**config.mk**
```make
export PLATFORM = sky130hd
export DESIGN_NAME = mmtr_relay
export DESIGN_NICKNAME = d
export VERILOG_FILES = /design/src/pkg/mmtr_pkg.sv /design/src/verilog/mmtr_relay.sv
export SDC_FILE = /design/constraint.sdc
export NUM_CORES = 2
export LEC_CHECK = 0
export BUFFER_PORTS_ARGS = -buffer_cell sky130_fd_sc_hd__buf_4
export CORE_ASPECT_RATIO = 0.5
export CORE_UTILIZATION = 50
export CTS_CLUSTER_SIZE = 10
export DETAILED_ROUTE_END_ITERATION = 12
export PLACE_DENSITY_LB_ADDON = 0.1
export SYNTH_ARGS = -nofsm -noshare
export SYNTH_HDL_FRONTEND = slang
export SYNTH_SLANG_ARGS = --single-unit
```
**constraint.sdc**
```tcl
create_clock -name clk -period 6.74 [get_ports clk]
set_clock_uncertainty 0.1 [all_clocks]
set_input_delay 1.348 -clock clk [delete_from_list [all_inputs] [get_ports clk]]
set_output_delay 1.348 -clock clk [all_outputs]
set_load 0.03 [all_outputs]
```
**src/pkg/mmtr_pkg.sv**
```systemverilog
// Package for the multi-mode timing relay block
// Assumes a 50 MHz system clock and APB register access
package mmtr_pkg;
  // ************************************************************
  // Register map
  // ************************************************************
  localparam logic [7:0] CTRL_OFFS = 8'h00;
  localparam logic [7:0] SP1_OFFS = 8'h04;
  localparam logic [7:0] SP2_OFFS = 8'h08;
  localparam logic [7:0] STAT_OFFS = 8'h0C;
  localparam logic [7:0] ELAP_OFFS = 8'h10;
  localparam logic [7:0] COIL_OFFS = 8'h14;
  // Control fields
  localparam int MODE_LSB = 0;
  localparam int RAND_BIT = 4;
  localparam int RETAIN_BIT = 5;
  localparam int ENABLE_BIT = 6;
  // Coil register fields
  localparam int TRIG_BIT = 0;
  localparam int HOLD_BIT = 1;
  localparam int CLR_BIT = 2;
  // Reset values
  localparam logic [6:0] CTRL_RST = 7'h00;
  localparam logic [16:0] SP_RST = 17'h00000;
  localparam logic [16:0] LFSR_SEED = 17'h1ACE5;
  // ************************************************************
  // Timing
  // ************************************************************
  localparam int CLK_HZ = 50000000;
  localparam int TICK_MS = 1;
  localparam int TICK_CYCLES = CLK_HZ / 1000 * TICK_MS;
  localparam logic [16:0] SP_MAX = 17'h1869F;
  typedef enum logic [2:0] {
    MMTR_ON_DELAY,
    MMTR_OFF_DELAY,
    MMTR_ON_OFF,
    MMTR_PULSE,
    MMTR_FLASH
  } mmtr_mode_t;
  typedef enum logic [1:0] {
    MMTR_IDLE,
    MMTR_PICKUP,
    MMTR_CLOSED,
    MMTR_DROPOUT
  } mmtr_state_t;
endpackage

```
**src/verilog/mmtr_relay.sv**
```systemverilog
// Multi-mode timing relay with APB register access
// Assumes coil pins come from another domain; ms tick derived from clk
// What this block does
// - On-delay closes after trigger held full setpoint
// - On-delay trigger drop discards elapsed time
// - On-delay hold freezes elapsed, then resumes
// - Hold ignored once on-delay contact closed
// - Clear opens contact, zeroes time, every mode
// - Clear release with trigger high restarts timing
// - Off-delay: closed with trigger, times after fall
// - Off-delay hold suspends run-down, contact stays
// - Off-delay retrigger clears elapsed time
// - Off-delay clear opens contact immediately
// - Combined: first pick-up, second drop-out
// - Combined hold pauses running delay only
// - Random mode switches within setpoint range
// - Pulse edge closes contact for setpoint time
// - Pulse opens at expiry despite long trigger
// - Pulse hold pauses timing, contact held
// - Pulse restarts if clear released, trigger high
// - Flash alternates pulse closed, pause open
// - Flash allows equal or unequal times
// - Flash hold freezes; clear ends flashing
// - Retentive elapsed time survives stop
// - Flash sequence starts with pulse phase
// - Setpoints 0 to 99999 ms, 1 ms steps
// - Oversized setpoint clamped to maximum
`timescale 1ns/100ps
module mmtr_relay (
  // Clock and reset
  input wire logic clk,
  input wire logic rst_n,
  // APB slave
  input wire logic psel,
  input wire logic penable,
  input wire logic pwrite,
  input wire logic [7:0] paddr,
  input wire logic [31:0] pwdata,
  output logic [31:0] prdata,
  output logic pready,
  output logic pslverr,
  // Coil pins from ladder logic
  input wire logic triggerCoil,
  input wire logic holdCoil,
  input wire logic clearCoil,
  // Make contact
  output logic contact
);
  // ************************************************************
  // Registers
  // ************************************************************
  logic [6:0] ctrl_r;
  logic [16:0] firstSetpoint_r;
  logic [16:0] secondSetpoint_r;
  logic [2:0] swCoil_r;
  logic [1:0] trigSync_r, holdSync_r, clrSync_r;
  logic trigPrev_r, clrPrev_r;
  logic [15:0] tickCnt_r;
  logic tick_r;
  logic [16:0] elapsed_r;
  logic [16:0] target_r;
  logic [16:0] lfsr_r;
  logic contact_r;
  logic phasePulse_r;
  mmtr_pkg::mmtr_state_t state_r;
  logic [31:0] prdata_r;
  logic pready_r;
  logic pslverr_r;

  // Clamp a setpoint to the millisecond range 0..SP_MAX
  function automatic logic [16:0] clampSp(input logic [31:0] v);
    clampSp = (v > {15'h0000, mmtr_pkg::SP_MAX}) ? mmtr_pkg::SP_MAX : v[16:0];
  endfunction

  // Random draw uniform in 0..sp
  function automatic logic [16:0] randBelow(input logic [16:0] sp, input logic [16:0] rnd);
    logic [33:0] prod;
    prod = 34'(sp + 17'h00001) * 34'(rnd);
    randBelow = prod[33:17];
  endfunction

  // ************************************************************
  // Input sync and tick
  // ************************************************************
  always_ff @(posedge clk or negedge rst_n)
  begin
    if (!rst_n)
    begin
      trigSync_r <= 2'h0;
      holdSync_r <= 2'h0;
      clrSync_r <= 2'h0;
    end
    else
    begin
      trigSync_r <= {trigSync_r[0], triggerCoil};
      holdSync_r <= {holdSync_r[0], holdCoil};
      clrSync_r <= {clrSync_r[0], clearCoil};
    end
  end

  logic trig, hold, clr, mode_en, randOn, retain;
  mmtr_pkg::mmtr_mode_t mode;
  assign trig = trigSync_r[1] | swCoil_r[mmtr_pkg::TRIG_BIT];
  assign hold = holdSync_r[1] | swCoil_r[mmtr_pkg::HOLD_BIT];
  assign clr = clrSync_r[1] | swCoil_r[mmtr_pkg::CLR_BIT];
  assign mode = mmtr_pkg::mmtr_mode_t'(ctrl_r[mmtr_pkg::MODE_LSB +: 3]);
  assign randOn = ctrl_r[mmtr_pkg::RAND_BIT];
  assign retain = ctrl_r[mmtr_pkg::RETAIN_BIT];
  assign mode_en = ctrl_r[mmtr_pkg::ENABLE_BIT];

  always_ff @(posedge clk or negedge rst_n)
  begin
    if (!rst_n)
    begin
      tickCnt_r <= 16'h0000;
      tick_r <= 1'b0;
    end
    else if (tickCnt_r == 16'(mmtr_pkg::TICK_CYCLES - 1))
    begin
      tickCnt_r <= 16'h0000;
      tick_r <= 1'b1;
    end
    else
    begin
      tickCnt_r <= tickCnt_r + 16'h0001;
      tick_r <= 1'b0;
    end
  end

  always_ff @(posedge clk or negedge rst_n)
  begin
    if (!rst_n)
      lfsr_r <= mmtr_pkg::LFSR_SEED;
    else
      lfsr_r <= {lfsr_r[15:0], lfsr_r[16] ^ lfsr_r[13]};
  end

  // ************************************************************
  // Timing engine
  // ************************************************************
  logic trigRise, trigFall, clrFall, done;
  logic [16:0] sp1, sp2;
  assign trigRise = trig & ~trigPrev_r;
  assign trigFall = ~trig & trigPrev_r;
  assign clrFall = ~clr & clrPrev_r;
  // Hold freezes completion too, so a held zero-length delay cannot expire
  assign done = (elapsed_r >= target_r) && !hold;
  assign sp1 = randOn ? randBelow(firstSetpoint_r, lfsr_r) : firstSetpoint_r;
  assign sp2 = randOn ? randBelow(secondSetpoint_r, lfsr_r) : secondSetpoint_r;

  always_ff @(posedge clk or negedge rst_n)
  begin
    if (!rst_n)
    begin
      trigPrev_r <= 1'b0;
      clrPrev_r <= 1'b0;
    end
    else
    begin
      trigPrev_r <= trig;
      clrPrev_r <= clr;
    end
  end

  always_ff @(posedge clk or negedge rst_n)
  begin
    if (!rst_n)
    begin
      state_r <= mmtr_pkg::MMTR_IDLE;
      elapsed_r <= 17'h00000;
      target_r <= 17'h00000;
      contact_r <= 1'b0;
      phasePulse_r <= 1'b0;
    end
    else if (!mode_en)
    begin
      // Stop: a retentive relay keeps its elapsed time
      state_r <= mmtr_pkg::MMTR_IDLE;
      contact_r <= 1'b0;
      if (!retain)
        elapsed_r <= 17'h00000;
    end
    else if (clr)
    begin
      state_r <= mmtr_pkg::MMTR_IDLE;
      elapsed_r <= 17'h00000;
      contact_r <= 1'b0;
      phasePulse_r <= 1'b0;
    end
    else
    begin
      case (state_r)
        mmtr_pkg::MMTR_IDLE:
        begin
          contact_r <= 1'b0;
          // Start on edge, on clear release, or when retentive, with trigger high
          if (trig && (trigRise || clrFall || retain))
          begin
            case (mode)
              mmtr_pkg::MMTR_OFF_DELAY:
              begin
                state_r <= mmtr_pkg::MMTR_CLOSED;
                contact_r <= 1'b1;
              end
              mmtr_pkg::MMTR_PULSE:
              begin
                state_r <= mmtr_pkg::MMTR_PICKUP;
                target_r <= firstSetpoint_r;
                contact_r <= 1'b1;
              end
              mmtr_pkg::MMTR_FLASH:
              begin
                state_r <= mmtr_pkg::MMTR_PICKUP;
                target_r <= firstSetpoint_r;
                phasePulse_r <= 1'b1;
                contact_r <= 1'b1;
              end
              default:
              begin
                state_r <= mmtr_pkg::MMTR_PICKUP;
                target_r <= sp1;
              end
            endcase
          end
        end
        mmtr_pkg::MMTR_PICKUP:
        begin
          if (mode == mmtr_pkg::MMTR_PULSE)
          begin
            // Runs on regardless of trigger
            if (done)
            begin
              state_r <= mmtr_pkg::MMTR_IDLE;
              contact_r <= 1'b0;
              elapsed_r <= 17'h00000;
            end
            else if (tick_r && !hold)
              elapsed_r <= elapsed_r + 17'h00001;
          end
          else if (mode == mmtr_pkg::MMTR_FLASH)
          begin
            if (!trig)
            begin
              state_r <= mmtr_pkg::MMTR_IDLE;
              contact_r <= 1'b0;
              elapsed_r <= 17'h00000;
            end
            else if (done)
            begin
              // Swap phase; pulse and pause lengths independent
              phasePulse_r <= ~phasePulse_r;
              contact_r <= ~phasePulse_r;
              target_r <= phasePulse_r ? secondSetpoint_r : firstSetpoint_r;
              elapsed_r <= 17'h00000;
            end
            else if (tick_r && !hold)
              elapsed_r <= elapsed_r + 17'h00001;
          end
          else if (!trig)
          begin
            state_r <= mmtr_pkg::MMTR_IDLE;
            elapsed_r <= 17'h00000;
          end
          else if (done)
          begin
            state_r <= mmtr_pkg::MMTR_CLOSED;
            contact_r <= 1'b1;
            elapsed_r <= 17'h00000;
          end
          else if (tick_r && !hold)
            elapsed_r <= elapsed_r + 17'h00001;
        end
        mmtr_pkg::MMTR_CLOSED:
        begin
          // Hold has no effect here
          contact_r <= 1'b1;
          if (!trig)
          begin
            if (mode == mmtr_pkg::MMTR_ON_DELAY)
            begin
              state_r <= mmtr_pkg::MMTR_IDLE;
              contact_r <= 1'b0;
            end
            else
            begin
              state_r <= mmtr_pkg::MMTR_DROPOUT;
              target_r <= (mode == mmtr_pkg::MMTR_ON_OFF) ? sp2 : sp1;
              elapsed_r <= 17'h00000;
            end
          end
        end
        mmtr_pkg::MMTR_DROPOUT:
        begin
          if (trig)
          begin
            state_r <= mmtr_pkg::MMTR_CLOSED;
            elapsed_r <= 17'h00000;
          end
          else if (done)
          begin
            state_r <= mmtr_pkg::MMTR_IDLE;
            contact_r <= 1'b0;
            elapsed_r <= 17'h00000;
          end
          else if (tick_r && !hold)
            elapsed_r <= elapsed_r + 17'h00001;
        end
        default:
          state_r <= mmtr_pkg::MMTR_IDLE;
      endcase
    end
  end

  // ************************************************************
  // APB slave
  // ************************************************************
  logic access, known;
  assign access = psel & penable & ~pready_r;
  assign known = (paddr == mmtr_pkg::CTRL_OFFS) || (paddr == mmtr_pkg::SP1_OFFS) ||
                 (paddr == mmtr_pkg::SP2_OFFS) || (paddr == mmtr_pkg::STAT_OFFS) ||
                 (paddr == mmtr_pkg::ELAP_OFFS) || (paddr == mmtr_pkg::COIL_OFFS);

  always_ff @(posedge clk or negedge rst_n)
  begin
    if (!rst_n)
    begin
      ctrl_r <= mmtr_pkg::CTRL_RST;
      firstSetpoint_r <= mmtr_pkg::SP_RST;
      secondSetpoint_r <= mmtr_pkg::SP_RST;
      swCoil_r <= 3'h0;
    end
    else if (access && pwrite)
    begin
      case (paddr)
        mmtr_pkg::CTRL_OFFS: ctrl_r <= pwdata[6:0];
        mmtr_pkg::SP1_OFFS: firstSetpoint_r <= clampSp(pwdata);
        mmtr_pkg::SP2_OFFS: secondSetpoint_r <= clampSp(pwdata);
        mmtr_pkg::COIL_OFFS: swCoil_r <= pwdata[2:0];
        default: ;
      endcase
    end
  end

  always_ff @(posedge clk or negedge rst_n)
  begin
    if (!rst_n)
    begin
      pready_r <= 1'b0;
      pslverr_r <= 1'b0;
      prdata_r <= 32'h00000000;
    end
    else
    begin
      pready_r <= access;
      pslverr_r <= access & ~known;
      prdata_r <= 32'h00000000;
      if (access && !pwrite)
      begin
        case (paddr)
          mmtr_pkg::CTRL_OFFS: prdata_r <= {25'h0000000, ctrl_r};
          mmtr_pkg::SP1_OFFS: prdata_r <= {15'h0000, firstSetpoint_r};
          mmtr_pkg::SP2_OFFS: prdata_r <= {15'h0000, secondSetpoint_r};
          mmtr_pkg::STAT_OFFS:
            prdata_r <= {25'h0000000, clr, hold, trig, state_r, phasePulse_r, contact_r};
          mmtr_pkg::ELAP_OFFS: prdata_r <= {15'h0000, elapsed_r};
          mmtr_pkg::COIL_OFFS: prdata_r <= {29'h00000000, swCoil_r};
          default: prdata_r <= 32'h00000000;
        endcase
      end
    end
  end

  assign prdata = prdata_r;
  assign pready = pready_r;
  assign pslverr = pslverr_r;
  assign contact = contact_r;
endmodule // mmtr_relay

```
==> run_results.csv <==
group,metric,value,unit
placement,dp_hpwl,65900,um
clocking,htree_levels,4,
die,die_area,56800,um2
sta,max-slew-margin-rel,0.252,
power_and_ir_drop,power.internal,0.00145,W
clocking,cts-root-buf,"clkbuf_16",
layout,antenna_cells,0,
layout,layout-drive-gt1-share,0.210,
grt,grt-ovfl-total,0,
sta,period_share,1.06,
synthesis,syn_area,27900,um2
power_and_ir_drop,ir_drop,0.164,mV
clocking,cts.sinks,143,
critical_path,cp_data_arrival_time,7.41,ns
sta,setup_slack,-0.400,ns
sta,max_clock_freq,140,MHz
route,postRouteAntennaNets,0,
clocking,clkLatencyLatePin,0.45,ns
critical_path,worstSetupPathType,"flip-flop to flip-flop",
die,start_util,0.513,
grt,track_usage,0.301,
clocking,cts_made_buffers,17,
die,die_x,336,um
layout,final_cell_mix,"inv_1, fa_1, nand2_1, buf_4, and2_1",
critical_path,path_max_fanout,8,
placement,numPortBuffers,67,
synthesis,synth_cell_types,90,
critical_path,cp_common_cell,"fa_1",
synthesis,synthTopCellsByArea,"fa_1, dfrtp_1, ha_1",
route,routed_via_density,5.45,
synthesis,seq_area_frac_synth,0.129,
layout,fill_cells,4763,
critical_path,slowest_delay,0.56,ns
layout,syn2layout_area_growth,20.2,%
clocking,cts_tree,"yes",
worst_hold_path,min_path_type,"flip-flop to flip-flop",
placement,dp_slack,-0.668,ns
sta,worst_pin_slew,1.11,ns
clocking,cts.path.max_buffers,2,
die,core,54400,um2
grt,grt_max_degree,93,
route,dr.pass1.iters,6,
grt,grt_pass1_vias,23900,
placement,routabilityCongestion,0.996,
layout,fin_nets,4234,
die,io_pins,83,
outcome,violations,"setup timing",
route,dr_total_vias,23100,
sta,final.setup.tns,-4.71,ns
critical_path,crit_slowest_cell,"fa_1",
power_and_ir_drop,power_leakage,17.0,nW
critical_path,crit_required,7.01,ns
grt,grt_pass1_wl,132000,um
sta,setup_violations,17,
sta,report.final.slew_viol_count,0,
power_and_ir_drop,sequentialPowerShare,0.425,
synthesis,synth-warning-count,0,
critical_path,endpoint_kind,"flip-flop",
job,cap_violations,0,
synthesis,post_synth.cell_area_avg,8.69,um2
synthesis,synth.largest_area_cell,"fa_1",
synthesis,synth_top_area_frac,0.339,
synthesis,synthFlopType,"dfrtp_1",
power_and_ir_drop,p_per_area,62.0,nW/um2
die,rows,60,
synthesis,synth_edf_count,0,
sta,hold_viol,0,
route,routed_wl,82100,um
outcome,outcome,"finished, violations left",
sta,grt_setup_unrepaired,"true",
power_and_ir_drop,p_comb_frac,0.098,
critical_path,path_delay_family,"adder cells",
grt,antenna_found_initial,2,
power_and_ir_drop,p_sw_frac,0.300,
placement,placed_area,31500,um2
power_and_ir_drop,p_clk_frac,0.477,
synthesis,async_reset_ff_frac,1.00,
layout,mostFrequentLayoutCell,"inv_1",
route,drt_iter0_markers,1860,
sta,period_minus_slack,7.14,ns
die,die_h,169,um
critical_path,start_kind,"flip-flop",
route,wl_per_cell,19.4,um
critical_path,cp_num_buf_inv,3,
power_and_ir_drop,p_sw,0.000624,W
synthesis,synth_cells,3209,
route,drc_errors,0,
clocking,clk_pin_slew,0.07,ns
synthesis,ys_ff_latch,143,
layout,fin_area,33500,um2
layer usage:
metal	vias up	global-route usage	wire length [um]
met4	0	0.0776	2200
met3	148	0.0528	6280
met2	803	0.470	36900
met1	11700	0.434	36800
met5	-	0	0
li1	10500	-	-
cells in the mapped netlist (all sizes together) (4+ instances only):
cell type    n
inv        614
fa         472
nand2      445
and2       300
ha         232
clkbuf     150
dfrtp      133
o21ai      127
nor2       112
a21oi       77
xnor2       50
nand3       45
buf         32
nand4       32
nor2b       30
xor2        29
and3        26
nor3        24
a31oi       20
nand2b      20
a211oi      18
mux2        16
mux2i       14
o211ai      13
a21o        12
a222oi      12
a22oi       10
dfstp       10
o22ai       10
nor4         9
o21a         8
o21bai       8
a21boi       7
o31ai        7
and3b        6
and4         6
mux4         6
or3          6
or2          5
o311ai       4
worst reg2reg max path: cells and delay by family, from the launching register on:
family,cells,cell delay [ns]
and+or+nand+nor,12,1.85
buffers and inverters,3,0.40
AOI/OAI and AO/OA,3,0.68
DFF,1,0.42
xor gates and xnor gates,1,0.26
muxes,1,0.11
adders and majority gates,8,3.25
cells by family after synthesis:
| group | Yosys count | synth area share |
|---|---|---|
| flip-flops | 143 | 0.129 |
| buffers and inverters | 797 | 0.110 |
| adder cells (fa/ha/maj) | 704 | 0.443 |
| other | 1 | 0.000134 |
| multiplexers | 36 | 0.0163 |
| AND/OR/NAND/NOR | 1078 | 0.192 |
| AO/OA/AOI/OAI | 371 | 0.0855 |
| XOR/XNOR | 79 | 0.0248 |
timing repair:
| action | CTS | global route |
|---|---|---|
| setup endpoints to repair | 17 | 17 |
| gates resized for setup | 187 | 66 |
| hold buffers | 0 | 0 |
| pin swaps | 143 | 66 |
| buffers inserted | 42 | 11 |
registers in the layout, summed over array words and instances (netlist names):
signal            count
contact               1
clrPrev_r             1
trigPrev_r            1
swCoil_r              3
holdSync_r            2
state_r               2
trigSync_r            2
lfsr_r               17
phasePulse_r          1
pslverr               1
tick_r                1
pready                1
elapsed_r            17
ctrl_r                7
clrSync_r             2
firstSetpoint_r      17
prdata               17
target_r             17
tickCnt_r            16
secondSetpoint_r     17
power by group through the flow:
stage / Combinational (W) / Sequential [W] / Clock, W
after floorplan: 0.000101 / 0.000895 / 0
after global placement: 0.000192 / 0.000898 / 0
after detailed placement: 0.000193 / 0.000898 / 0
after CTS: 0.000199 / 0.000882 / 0.00100
after global routing: 0.000218 / 0.000884 / 0.00104
final: 0.000204 / 0.000884 / 0.000991
stage by stage:
stage / total power [W] / util / instances / hold slack, ns
after floorplan: 0.000995 / - / 3223 / 0.231
after global placement: 0.00109 / 0.578 / 4159 / 0.231
after detailed placement: 0.00109 / 0.578 / 4159 / 0.235
after CTS: 0.00208 / 0.609 / 4228 / 0.252
after global routing: 0.00214 / 0.616 / 4239 / 0.263
final: 0.00208 / 0.616 / 4239 / 0.252
final cells by class:
class                           instances  area (um2)  share of cell area
Multi-Input combinational cell       2283       22700               0.676
Sequential cell                       143        3590               0.107
Timing Repair Buffer                  422        3460               0.103
Inverter                              615        2310              0.0688
Tap cell                              744         931              0.0278
Clock buffer                           19         453              0.0135
Clock inverter                         13         119             0.00354
final timing paths:
check                                                     start                             end  slack (ns)  depth (start not counted)
min in group asynchronous                                 rst_n          tickCnt_r[8]$_DFF_PN0_        0.87                          1
max in group asynchronous                                 rst_n  firstSetpoint_r[1]$_DFFE_PN0P_        4.33                          2
worst min register to register          holdSync_r[0]$_DFF_PN0_         holdSync_r[1]$_DFF_PN0_        0.25                          0
worst min-delay path                    holdSync_r[0]$_DFF_PN0_         holdSync_r[1]$_DFF_PN0_        0.25                          0
worst max-delay path            secondSetpoint_r[1]$_DFFE_PN0P_        target_r[12]$_DFFE_PN0P_       -0.40                         28
worst max register to register  secondSetpoint_r[1]$_DFFE_PN0P_        target_r[12]$_DFFE_PN0P_       -0.40                         28
(Power assumes the default switching activity.)
